--- config.mk ---
export PLATFORM = sky130hd
export DESIGN_NAME = module_power_reset_status_flat
export DESIGN_NICKNAME = d
export VERILOG_FILES = /design/src/pkg/pwr_seq_pkg.sv /design/src/pkg/pwr_ctrl_if.sv /design/src/core/module_power_reset_status.sv /design/src/flat_wrapper.sv
export SDC_FILE = /design/constraint.sdc
export NUM_CORES = 1
export LEC_CHECK = 0
export BUFFER_PORTS_ARGS = -buffer_cell sky130_fd_sc_hd__buf_2
export CORE_MARGIN = 4
export CORE_UTILIZATION = 29
export CTS_BUF_LIST = sky130_fd_sc_hd__clkbuf_8
export DETAILED_ROUTE_END_ITERATION = 10
export PLACE_DENSITY = 0.48
export SETUP_SLACK_MARGIN = 0.2
export SLEW_MARGIN = 25
export SYNTH_ARGS = -nofsm -noshare
export SYNTH_HDL_FRONTEND = slang
export SYNTH_SLANG_ARGS = --single-unit
--- constraint.sdc ---
create_clock -name sys_clk -period 4.8 [get_ports sys_clk]
set_input_delay 0.96 -clock sys_clk [delete_from_list [all_inputs] [get_ports sys_clk]]
set_output_delay 0.96 -clock sys_clk [all_outputs]
set_load 0.03 [all_outputs]
--- src/pkg/pwr_seq_pkg.sv ---
/*
  Shared constants and types for the module power and reset sequencer:
  timing windows, indicator periods and enumerations.
  Assumes a 50 MHz system clock on both ends.
*/
package pwr_seq_pkg;

  // ****************************************
  // Clock and base tick
  // ****************************************
  localparam int CLK_HZ = 50_000_000;
  localparam int TICK_NS = 1_000_000;
  localparam int CLK_PERIOD_NS = 20;
  localparam int CYC_PER_MS = TICK_NS / CLK_PERIOD_NS;

  // ****************************************
  // Times in milliseconds
  // ****************************************
  localparam int KEY_ON_MIN_MS = 1600;
  localparam int KEY_ON_MAX_MS = 3000;
  localparam int KEY_OFF_MIN_MS = 3000;
  localparam int KEY_OFF_MAX_MS = 7000;
  localparam int LEVEL_ON_MIN_MS = 1200;
  localparam int RESET_MIN_MS = 500;
  localparam int RESET_MAX_MS = 3000;
  localparam int SUPPLY_SETTLE_MS = 30;
  localparam int BOOT_MS = 40000;
  localparam int SHUTDOWN_MS = 6000;
  localparam int RESET_GAP_MS = 20000;
  localparam int BLINK_SLOW_MS = 600;
  localparam int BLINK_SHORT_MS = 75;
  localparam int BLINK_LONG_MS = 3000;

  localparam int MS_W = 17;

  typedef enum logic [1:0] {
    IND_SEARCH,
    IND_STANDBY,
    IND_DATA,
    IND_VOICE
  } ind_mode_t;

endpackage

--- src/pkg/pwr_ctrl_if.sv ---
/*
  Control pins between host controller and module.
  Assumes both ends on sys_clk; the module still synchronises pins.
*/
`timescale 1ns/1ps
interface pwr_ctrl_if;
  logic power_key_line_n;
  logic power_on_level_line;
  logic reset_line_n;
  logic io_rail_output;
  logic link_state_indicator;

  modport device (
    input power_key_line_n,
    input power_on_level_line,
    input reset_line_n,
    output io_rail_output,
    output link_state_indicator
  );

  modport host (
    output power_key_line_n,
    output power_on_level_line,
    output reset_line_n,
    input io_rail_output,
    input link_state_indicator
  );
endinterface

--- src/core/module_power_reset_status.sv ---
/*
  Module end: measures control pin pulses in milliseconds and sequences
  power-on, shutdown and reset, and drives the link state indicator.
  Assumes pins are asynchronous to sys_clk and a 50 MHz clock.
*/
`timescale 1ns/1ps
module module_power_reset_status #(
  parameter int MS_CYCLES = pwr_seq_pkg::CYC_PER_MS
) (
  // Clock and reset
  input wire logic sys_clk,
  input wire logic rst,
  // Control pins
  pwr_ctrl_if.device pins,
  // Firmware side
  input wire logic soft_reset_cmd,
  input wire logic soft_shutdown_cmd,
  input wire pwr_seq_pkg::ind_mode_t ind_mode,
  output logic powered,
  output logic ready,
  output logic in_reset
);
  import pwr_seq_pkg::*;

  if (MS_CYCLES < 1) begin : g_bad_cycles
    $error("MS_CYCLES must be at least 1");
  end

  typedef enum logic [2:0] {
    ST_OFF,
    ST_BOOT,
    ST_ON,
    ST_RESET,
    ST_SHUTDOWN
  } pwr_state_t;

  // ****************************************
  // Pin synchronisers and millisecond tick
  // ****************************************
  logic [2:0] sync_a;
  logic [2:0] sync_b;
  logic key_low;
  logic level_high;
  logic rst_low;
  logic [31:0] ms_div;
  logic ms_tick;

  always_ff @(posedge sys_clk or posedge rst) begin
    if (rst) begin
      sync_a <= 3'h7;
      sync_b <= 3'h7;
    end else begin
      sync_a <= {pins.power_key_line_n, ~pins.power_on_level_line, pins.reset_line_n};
      sync_b <= sync_a;
    end
  end
  assign key_low = ~sync_b[2];
  assign level_high = ~sync_b[1];
  assign rst_low = ~sync_b[0];

  always_ff @(posedge sys_clk or posedge rst) begin
    if (rst) begin
      ms_div <= 32'h0;
      ms_tick <= 1'b0;
    end else begin
      ms_tick <= (ms_div == 32'(MS_CYCLES - 1));
      ms_div <= (ms_div == 32'(MS_CYCLES - 1)) ? 32'h0 : ms_div + 32'h1;
    end
  end

  // ****************************************
  // Pulse length counters
  // ****************************************
  logic [MS_W-1:0] key_ms;
  logic [MS_W-1:0] level_ms;
  logic [MS_W-1:0] rst_ms;
  logic key_low_d;
  logic rst_low_d;
  logic key_release;
  logic rst_release;

  function automatic logic [MS_W-1:0] count_up(input logic active, input logic tick,
                                              input logic [MS_W-1:0] cnt);
    if (!active) return '0;
    if (tick && cnt != {MS_W{1'b1}}) return cnt + 1'b1;
    return cnt;
  endfunction

  function automatic logic in_window(input logic [MS_W-1:0] cnt, input int lo, input int hi);
    return (cnt >= MS_W'(lo)) && (cnt <= MS_W'(hi));
  endfunction

  always_ff @(posedge sys_clk or posedge rst) begin
    if (rst) begin
      key_ms <= '0;
      level_ms <= '0;
      rst_ms <= '0;
      key_low_d <= 1'b0;
      rst_low_d <= 1'b0;
    end else begin
      key_ms <= count_up(key_low, ms_tick, key_ms);
      level_ms <= count_up(level_high, ms_tick, level_ms);
      rst_ms <= count_up(rst_low, ms_tick, rst_ms);
      key_low_d <= key_low;
      rst_low_d <= rst_low;
    end
  end
  assign key_release = key_low_d && !key_low;
  assign rst_release = rst_low_d && !rst_low;

  // ****************************************
  // Power state sequencer
  // ****************************************
  pwr_state_t state;
  logic [MS_W-1:0] wait_ms;
  logic was_soft_off;

  always_ff @(posedge sys_clk or posedge rst) begin
    if (rst) begin
      state <= ST_OFF;
      wait_ms <= '0;
      was_soft_off <= 1'b0;
    end else begin
      if (ms_tick && wait_ms != '0) wait_ms <= wait_ms - 1'b1;
      unique case (state)
        ST_OFF: begin
          // A soft shutdown is undone by any key low; timing ignored
          if ((key_release && in_window(key_ms, KEY_ON_MIN_MS, KEY_ON_MAX_MS))
              || (was_soft_off && key_low)) begin
            state <= ST_BOOT;
            wait_ms <= MS_W'(BOOT_MS);
            was_soft_off <= 1'b0;
          end else if (level_ms > MS_W'(LEVEL_ON_MIN_MS)) begin
            state <= ST_BOOT;
            wait_ms <= MS_W'(BOOT_MS);
          end
        end
        ST_BOOT, ST_RESET: begin
          // Pins are ignored until start-up has finished
          if (wait_ms == '0) state <= ST_ON;
        end
        ST_ON: begin
          if (key_release && in_window(key_ms, KEY_OFF_MIN_MS, KEY_OFF_MAX_MS)) begin
            state <= ST_SHUTDOWN;
            wait_ms <= MS_W'(SHUTDOWN_MS);
          end else if (soft_shutdown_cmd) begin
            state <= ST_SHUTDOWN;
            wait_ms <= MS_W'(SHUTDOWN_MS);
            was_soft_off <= 1'b1;
          end else if ((rst_release && in_window(rst_ms, RESET_MIN_MS, RESET_MAX_MS))
                       || soft_reset_cmd) begin
            state <= ST_RESET;
            wait_ms <= MS_W'(BOOT_MS);
          end
        end
        ST_SHUTDOWN: begin
          if (wait_ms == '0) state <= ST_OFF;
        end
      endcase
    end
  end

  always_ff @(posedge sys_clk or posedge rst) begin
    if (rst) begin
      powered <= 1'b0;
      ready <= 1'b0;
      in_reset <= 1'b0;
      pins.io_rail_output <= 1'b0;
    end else begin
      powered <= (state != ST_OFF);
      ready <= (state == ST_ON);
      in_reset <= (state == ST_RESET);
      pins.io_rail_output <= (state != ST_OFF);
    end
  end

  // ****************************************
  // Link state indicator
  // ****************************************
  logic [MS_W-1:0] blink_ms;
  logic blink_lvl;
  ind_mode_t mode_d;

  function automatic logic [MS_W-1:0] phase_len(input ind_mode_t m, input logic lvl);
    unique case (m)
      IND_SEARCH: return MS_W'(BLINK_SLOW_MS);
      IND_STANDBY: return lvl ? MS_W'(BLINK_LONG_MS) : MS_W'(BLINK_SHORT_MS);
      IND_DATA: return MS_W'(BLINK_SHORT_MS);
      IND_VOICE: return MS_W'(1);
    endcase
  endfunction

  always_ff @(posedge sys_clk or posedge rst) begin
    if (rst) begin
      blink_ms <= '0;
      blink_lvl <= 1'b0;
      mode_d <= IND_SEARCH;
      pins.link_state_indicator <= 1'b0;
    end else begin
      mode_d <= ind_mode;
      if (state != ST_ON || ind_mode == IND_VOICE) begin
        blink_lvl <= 1'b0;
        blink_ms <= '0;
      end else if (ind_mode != mode_d) begin
        // Restart the pattern cleanly on a mode change
        blink_lvl <= (ind_mode != IND_STANDBY);
        blink_ms <= '0;
      end else if (ms_tick) begin
        if (blink_ms + 1'b1 >= phase_len(ind_mode, blink_lvl)) begin
          blink_lvl <= ~blink_lvl;
          blink_ms <= '0;
        end else begin
          blink_ms <= blink_ms + 1'b1;
        end
      end
      pins.link_state_indicator <= blink_lvl;
    end
  end
endmodule

--- src/flat_wrapper.sv ---
// flat-port wrapper written by rule: the top's interface ports become plain ports
module module_power_reset_status_flat import pwr_seq_pkg::*;
#(
  parameter int MS_CYCLES = pwr_seq_pkg::CYC_PER_MS
)
  (sys_clk, rst, soft_reset_cmd, soft_shutdown_cmd, ind_mode, powered, ready, in_reset, pins_power_key_line_n, pins_power_on_level_line, pins_reset_line_n, pins_io_rail_output, pins_link_state_indicator);
  pwr_ctrl_if pins_i ();
  input wire logic sys_clk;
  input wire logic rst;
  input wire logic soft_reset_cmd;
  input wire logic soft_shutdown_cmd;
  input wire pwr_seq_pkg::ind_mode_t ind_mode;
  output logic powered;
  output logic ready;
  output logic in_reset;
  input wire logic [$bits(pins_i.power_key_line_n)-1:0] pins_power_key_line_n;
  input wire logic [$bits(pins_i.power_on_level_line)-1:0] pins_power_on_level_line;
  input wire logic [$bits(pins_i.reset_line_n)-1:0] pins_reset_line_n;
  output wire logic [$bits(pins_i.io_rail_output)-1:0] pins_io_rail_output;
  output wire logic [$bits(pins_i.link_state_indicator)-1:0] pins_link_state_indicator;
  assign pins_i.power_key_line_n = pins_power_key_line_n;
  assign pins_i.power_on_level_line = pins_power_on_level_line;
  assign pins_i.reset_line_n = pins_reset_line_n;
  assign pins_io_rail_output = pins_i.io_rail_output;
  assign pins_link_state_indicator = pins_i.link_state_indicator;
  module_power_reset_status #(.MS_CYCLES(MS_CYCLES)) u_core (.sys_clk(sys_clk), .rst(rst), .pins(pins_i), .soft_reset_cmd(soft_reset_cmd), .soft_shutdown_cmd(soft_shutdown_cmd), .ind_mode(ind_mode), .powered(powered), .ready(ready), .in_reset(in_reset));
endmodule
# After elaboration in Yosys (flattened, before gate mapping)
# Cells that the tools add are included.
[word_totals]
elab_cells = 143
reg_bits = 137
[op_classes]
eq_ne = 21
n_addsub = 6
n_reduce_logical = 31
bitwise = 4
magnitude_cmp = 8
muxes = 54
[op_table]
columns = ["cell", "n"]
rows = [
  ["17-bit two-way mux", 25],
  ["17-bit by 1-bit adder with 17-bit output (second input constant)", 4],
  ["17-bit case mux with 4 select lines", 1],
  ["17-bit != test (second input constant)", 3],
  ["17-bit by 12-bit <= comparator with 1-bit output (second input constant)", 2],
  ["17-bit case mux with 2 select lines", 1],
  ["32-bit by 1-bit adder with 32-bit output (second input constant)", 1],
  ["32-bit by 16-bit == test with 1-bit output (second input constant)", 1],
  ["32-bit two-way mux", 1],
  ["3-bit two-way mux", 7],
  ["17-bit by 11-bit >= comparator with 1-bit output (second input constant)", 1],
  ["17-bit by 12-bit >= comparator with 1-bit output (second input constant)", 1],
  ["17-bit >= comparator", 1],
  ["17-bit by 9-bit >= comparator with 1-bit output (second input constant)", 1],
  ["17-bit by 11-bit > comparator with 1-bit output (second input constant)", 1],
  ["17-bit by 13-bit <= comparator with 1-bit output (second input constant)", 1],
  ["17-bit zero test", 1],
  ["17-bit nonzero test", 1],
  ["17-bit by 1-bit subtractor with 17-bit output (second input constant)", 1],
  ["1-bit two-way mux", 16],
  ["1-bit logical AND", 13],
  ["12-bit two-way mux", 1],
  ["3-bit case mux with 4 select lines", 1],
  ["3-bit nonzero test", 3],
  ["20 further kinds", 35],
]

# Logic depth before layout (Yosys ltp)
# Gate-level depths: netlist of run 1.
[depth]
depth_word = 10
mapped_depth = 13

# Worst setup path after synthesis of run 1
# Ideal clock, no wire load.
[synth_timing]
path_type = "input to register"
startpoint = "in ind_mode[0]"
endpoint = "reg u_core.blink_ms[11]"
path_buffers = 2
t_required_ps = 4717
slack_ps = 1720
arrival_ps = 2997
cell_stages = 10
setup_time_ps = 83
cell_sequence = "clkbuf_1 > nand3b_1 > ha_1 > and4_1 > a41oi_1 > o211ai_1 > a311oi_2 > buf_4 > nand4_1 > o21ai_0"
[synth_between]
elab_chain_cells = 10
[synth_lines]
columns = ["element", "line_no", "rtl"]
rows = [
  ["from (decl)", "flat_wrapper.sv:12", "input wire pwr_seq_pkg::ind_mode_t ind_mode;"],
  ["2-bit == test, or another cell as far along", "module_power_reset_status.sv:185, module_power_reset_status.sv:201", ""],
  ["17-bit case mux with 4 select lines", "module_power_reset_status.sv:185", "unique case (m)"],
  ["17-bit two-way mux", "module_power_reset_status.sv:208", "end else if (ms_tick) begin"],
  ["17-bit two-way mux", "module_power_reset_status.sv:204", "end else if (ind_mode != mode_d) begin"],
  ["17-bit two-way mux", "module_power_reset_status.sv:201", "if (state != ST_ON || ind_mode == IND_VOICE) begin"],
  ["17-bit >= comparator", "module_power_reset_status.sv:209", "if (blink_ms + 1'b1 >= phase_len(ind_mode, blink_lvl)) begin"],
  ["17-bit two-way mux", "module_power_reset_status.sv:209", ""],
  ["17-bit two-way mux", "module_power_reset_status.sv:208", ""],
  ["17-bit two-way mux", "module_power_reset_status.sv:204", ""],
  ["17-bit two-way mux", "module_power_reset_status.sv:201", ""],
  ["to (signal assigned)", "module_power_reset_status.sv:213", "blink_ms <= blink_ms + 1'b1;"],
  ["to (decl)", "module_power_reset_status.sv:180", "logic [MS_W-1:0] blink_ms;"],
]
# Several ways; a longest one is shown, not always the timed one. The select of a mux whose other input is x is not followed.
# A chain may end at the register's enable or synchronous reset.

# Worst setup path in the final report of run 1
[layout_timing]
startpoint = "reg u_core.blink_ms[0]"
endpoint = "reg u_core.blink_lvl"
[layout_between]
elab_chain_cells = 4
[layout_lines]
columns = ["element", "line_no", "rtl"]
rows = [
  ["17-bit by 1-bit adder with 17-bit output", "module_power_reset_status.sv:209", ""],
  ["17-bit >= comparator", "module_power_reset_status.sv:209", ""],
  ["3-bit nonzero test (no line)", "-", ""],
  ["2-bit AND reduction (no line)", "-", ""],
  ["to (signal assigned)", "module_power_reset_status.sv:206", "blink_lvl <= (ind_mode != IND_STANDBY);"],
  ["to (signal assigned)", "module_power_reset_status.sv:210", "blink_lvl <= ~blink_lvl;"],
  ["to (decl)", "module_power_reset_status.sv:181", "logic blink_lvl;"],
]
# No other way between the ends.

==> flow_summary.yaml, run 1 <==
run_status:
  outcome: "completed"
synth:
  synth_cell_types: 55
  synthFlopType: "dfrtp_1"
  synth_top_cell_area_share_pct: 45.17
  yosys_warnings: 0
  syn_nets: 793
  synth_area_leader_cell: "dfrtp_1"
  synth.ff_latch_count: 137
  synth_seq_area_share_pct: 47.34
  yosysMostFrequentCell: "dfrtp_1"
  netlist_top_cells_area: "dfrtp_1, xnor2_1, nor2_1"
  synth_area_mm2: 0.007257
  postSynthAreaPerCell_um2: 9.536
  synth.top_cells.by_count: "dfrtp_1, nor2_1, xnor2_1, nand2_1, nand3_1"
  postSynthCellCount: 761
  synth_edf_count: 0
  synthArstFlopShare_pct: 100.0
place:
  gp_congestion: 0.7736
  dp_cells: 1072
  place_hpwl_mm: 9.609
  io_buffers: 13
flow_run:
  maxCapViolCount: 0
critical_path:
  worst_path_max_delay_cell: "dfrtp_1"
  cp-startpoint: "u_core.blink_ms[0]"
  path_delay_family: "compound AO/OA/AOI/OAI gates"
  crit_path_cell_trace: "ha_1, and4_1, nand4_1, xnor2_1, ha_1, and4_1, a41oi_1, o211ai_1, a311oi_2, buf_4, a31oi_1, mux2i_1"
  critPathLaunchType: "flip-flop"
  worstSetupPathType: "reg2reg"
  r2r-start: "u_core.blink_ms[0]"
  slowest_delay_ns: 0.45
  crit_buf_inv: 1
  crit_fanout: 13
  cp_data_required_time_ns: 5.11
  worst_setup_path_end_kind: "flip-flop"
  crit_arrival_ns: 3.50
floorplan:
  start_util_pct: 29.67
  die_x_um: 166.2
  num_rows: 57
  fp.dieArea_mm2: 0.02762
  fp.coreArea_mm2: 0.02446
  ioPinCount: 14
  die_h_um: 166.2
drt:
  drt_wl_total_mm: 14.81
  first_iter_violations: 256
  vias: 5221
  wire_per_inst_um: 13.41
  viasPerCell: 4.729
  ant_nets: 0
  drc: 0
  first_pass_iters: 4
global_routing:
  grt_overflow_total: 0
  grt_pass1_vias: 5146
  grt_antenna_before_repair: 0
  grt_use_total_pct: 11.19
  grt_pass1_wl_mm: 25.72
  grt_max_degree: 138
clock_tree:
  cts.htree.levels: 4
  path_clk_slew_ns: 0.10
  ctsHoldBuffers: 0
  cts-root-buf: "clkbuf_8"
  cts_buffer_depth: 2
  postCtsSetupRepairBufs: 0
  cts_num_sinks: 137
  post_cts_resized: 0
  cts_tree: "done"
  clk_latency_ns: 0.45
  cts_inserted_buffers: 17
sta:
  rsz0062_at_grt: "no"
  clock.fmax_mhz: 314.3
  finalSetupViolations: 0
  worstMarginPinSlew_ns: 0.8553
  slew_viol_final: 0
  fin_skew_ns: 0.02476
  period_share_pct: 66.29
  min_period_ns: 3.182
  hold_violations: 0
  slew_headroom_pct: 42.80
  timing.setup.tns_ns: 0
  hold_slack_ns: 0.3568
power_and_ir_drop:
  power_mw: 2.291
  p_per_area_mw_per_mm2: 283.3
  p_leak_nw: 3.278
  peakVddDrop_v: 0.0001705
layout:
  syn2layout_area_growth_pct: 11.41
  fin_cells: 1104
  fin_nets: 799
  drive_above_1_share_pct: 9.231
  diodes: 0
worst_hold_path:
  min_from: "u_core.sync_a[2]"
  min_path_type: "reg2reg"
[registers in the layout, indices dropped and copies added (netlist names)]
signal	flops
u_core.state	3
u_core.ready	1
u_core.blink_lvl	1
u_core.blink_ms	17
u_core.pins.link_state_indicator	1
u_core.mode_d	2
u_core.rst_low_d	1
u_core.rst_ms	17
u_core.sync_b	3
u_core.in_reset	1
u_core.wait_ms	17
u_core.ms_tick	1
u_core.sync_a	3
u_core.ms_div	32
u_core.key_ms	17
u_core.level_ms	17
u_core.pins.io_rail_output	1
u_core.was_soft_off	1
u_core.key_low_d	1
[layout by cell type, fill, tap and decap left out, drive strengths merged, types with 6 or more instances in the layout]
master	instances
xor2	38
inv	24
nand4	28
a31oi	11
or2	6
and4	7
nand3	44
or3	15
clkbuf	20
nor4	14
nor3	42
and3	10
o21ai	30
nand2	53
nor2b	8
dfrtp	131
a211oi	6
and2	14
buf	17
a21oi	14
dfstp	6
xnor2	60
ha	23
nor2	96
nand2b	6
[power breakdown]
part	internal, mW	leakage (nW)	switching [mW]
combinational	0.0122	1.24	0.0346
clock	0.606	0.222	0.468
sequential	1.16	1.81	0.00933
total	1.78	3.28	0.512
[layer usage]
layer	vias to the layer above	wire (µm)	global-route usage, %
met5	-	0	0
met4	0	172	3.407
met3	12	349	2.642
met2	38	6669	17.28
met1	2511	7615	15.64
li1	2660	-	-
[final timing paths]
| check | endpoint | slack (ns) | cells after the start |
|---|---|---|---|
| worst max-delay path | u_core.blink_lvl | 1.62 | 12 |
| worst min-delay path | u_core.sync_b[2] | 0.36 | 0 |
| worst max register to register | u_core.blink_lvl | 1.62 | 12 |
| worst min register to register | u_core.sync_b[2] | 0.36 | 0 |
| max in group asynchronous | u_core.key_ms[2] | 3.50 | 3 |
| min in group asynchronous | u_core.ms_div[22] | 0.73 | 3 |
[area by class of cell]
type / count / area (µm²)
fillers: 2509 / 16380
clock buffers: 20 / 275.3
multi-input cells: 570 / 3593
clock inverters: 12 / 173.9
inverters: 24 / 93.84
flip-flops and latches: 137 / 3436
well taps: 324 / 405.4
repair buffers: 17 / 107.6
[cell families after synthesis]
logic type,count (synthesis),share of synthesized area [%]
flops,137,47.34
compound gates,86,7.776
simple gates,359,25.24
xor+xnor,98,11.83
mux,4,0.5517
fa+ha+maj,23,3.966
buf+inv,54,3.293
[through the flow]
step	util, %	area [µm²]	setup slack [ns]
5_1_grt	33.05	8085	1.300
4_1_cts	33.03	8079	1.604
3_3_place_gp	31.19	7630	1.667
2_1_floorplan	-	7261	1.720
3_5_place_dp	31.19	7630	1.608
6_report	33.05	8085	1.618
Power figures use the tool's default switching activity.
==> inputs of run 2 (changes only) <==
Settings changed: PLACE_DENSITY 0.48 to 0.47.
Clock period 4.8 ns to 3.22 ns, I/O delays scaled along.
==> run 2 against run 1 <==
Critical path depth did not move. Critical endpoint is now u_core.blink_ms[7]. Total power rose by 42%. Utilization rose by 0.45 points. Global-route usage rose by 0.23 points. First-iteration DRC count rose by 45%. Clock power rose by 35%. Combinational power rose by 77%. Sequential share of layout area fell by 0.51 points. Worst setup slack got worse by 1.2 ns.
==> flow_summary.yaml, run 2 (synthesized netlist as in run 1, its figures left out) <==
layout:
  seq_area_mm2: 0.003441
  syn2layout_area_growth_pct: 12.93
  multi_input_area_mm2: 0.003635
  fin_util_pct: 33.50
  largest_register_ff_count: 32
  layout_commonest_cell: "dfrtp_1"
  final_cell_mix: "dfrtp_1, nor2_1, xnor2_1, nand2_1, nand3_1"
  regMostFlops: "u_core.ms_div"
  diodes: 0
  fin_cells: 1117
  fin_nets: 812
  fin_area_mm2: 0.008195
  drive_above_1_share_pct: 11.98
  fill_cells: 2560
sta:
  rsz0062_at_grt: "no"
  final.setup.worst_slack_ns: 0.4351
  worstMarginPinSlew_ns: 0.9085
  hold_violations: 0
  min_period_ns: 2.785
  slew_viol_final: 0
  finalSetupViolations: 0
  clock.fmax_mhz: 359.1
  period_share_pct: 86.49
  timing.setup.tns_ns: 0
  fin_skew_ns: 0.01596
  slew_headroom_pct: 38.92
drt:
  ant_nets: 0
  drt_wl_total_mm: 14.97
  viasPerCell: 4.751
  drc: 0
  vias: 5307
  first_pass_iters: 4
  wire_per_inst_um: 13.40
  first_iter_violations: 370
power_and_ir_drop:
  p_per_area_mw_per_mm2: 397.6
  peakVddDrop_v: 0.0002511
  p_leak_nw: 3.354
floorplan:
  num_rows: 57
  ioPinCount: 14
  die_h_um: 166.2
  die_x_um: 166.2
  fp.dieArea_mm2: 0.02762
  start_util_pct: 29.67
  fp.coreArea_mm2: 0.02446
place:
  place_area_mm2: 0.007695
  io_buffers: 13
  place_hpwl_mm: 10.19
  dpl_worst_slack_ns: 0.1126
  dp_cells: 1079
  gp_congestion: 0.7949
global_routing:
  grt_overflow_total: 0
  grt_antenna_before_repair: 0
  grt_use_total_pct: 11.42
  grt_max_degree: 62
  grt_pass1_vias: 5309
  grt_pass1_wl_mm: 26.44
critical_path:
  path_delay_family: "compound AO/OA/AOI/OAI gates"
  rrSetupSlack_ns: 0.44
  worstSetupPathType: "reg2reg"
  crit_path_cell_trace: "nand4_1, nor2_2, nand3_2, xnor2_2, ha_1, buf_4, o211ai_1, o211ai_1, a311oi_2, buf_4, nand4_1, o21ai_1"
  critPathLaunchType: "flip-flop"
  crit_fanout: 7
  cp_data_required_time_ns: 3.58
  slowest_delay_ns: 0.43
  worst_setup_path_end_kind: "flip-flop"
  crit_buf_inv: 2
  worst_path_max_delay_cell: "dfrtp_2"
  crit_arrival_ns: 3.15
clock_tree:
  cts_inserted_buffers: 17
  cts.htree.levels: 4
  cts-root-buf: "clkbuf_8"
  cts_num_sinks: 137
  clk_latency_ns: 0.44
  cts_buffer_depth: 2
  ctsHoldBuffers: 0
  path_clk_slew_ns: 0.09
  cts_tree: "done"
flow_run:
  maxCapViolCount: 0
run_status:
  outcome: "completed"
worst_hold_path:
  min_path_type: "in2async"
run 2: cell types whose count changed in the layout (fill, tap and decap cells not counted), moves of 3 or more:
cell,before,now
o21ai_0,27,22
buf_4,3,15
dfrtp_1,131,127
dfrtp_2,0,4
clkinv_2,2,5
o21ai_1,3,8
run 2: per-layer routing:
metal  vias up  share of wire, %  global-route usage, %
li1       2687                 -                      -
met1      2549                52                  16.07
met2        61                44                  17.26
met3        10               2.8                  2.856
met4         0               1.2                  3.694
met5         -                 0                      0
run 2: timing repair:
action                                  in CTS  in global routing
gates resized for setup                      2                 17
buffers inserted                             0                  6
pin swaps                                    1                 10
endpoints found under the setup margin      12                 13
run 2: worst paths after layout:
check / start / to / cells past startpoint
max in group asynchronous: rst / u_core.sync_b[2] / 3
hold / removal: rst / u_core.ms_div[20] / 2
setup reg to reg: u_core.blink_ms[0] / u_core.blink_ms[7] / 12
min in group sys_clk: pins_reset_line_n / u_core.sync_a[0] / 1
hold reg to reg: u_core.sync_a[0] / u_core.sync_b[0] / 0
setup / recovery: u_core.blink_ms[0] / u_core.blink_ms[7] / 12
run 2: cell type report:
type | instances | area share (%)
clock buffer | 22 | 3.695
clock inverter | 10 | 1.221
inverter | 24 | 1.145
multi-input combinational | 570 | 44.35
sequential | 137 | 41.98
tap | 324 | 4.947
timing repair buffer | 30 | 2.656
run 2: report_power, final:
part	total (mW)	internal [mW]	switching [mW]
Clock	1.44	0.780	0.656
Sequential	1.74	1.73	0.00807
Combinational	0.0830	0.0229	0.0600
Total	3.26	2.53	0.724
run 2: through the flow:
| step | power (mW) | hold slack (ns) |
|---|---|---|
| floorplan | 1.823 | 0.3452 |
| global placement | 1.858 | 0.3470 |
| detailed placement | 1.859 | 0.3470 |
| CTS | 3.321 | 0.2517 |
| global route | 3.413 | 0.2575 |
| finish | 3.258 | 0.2632 |
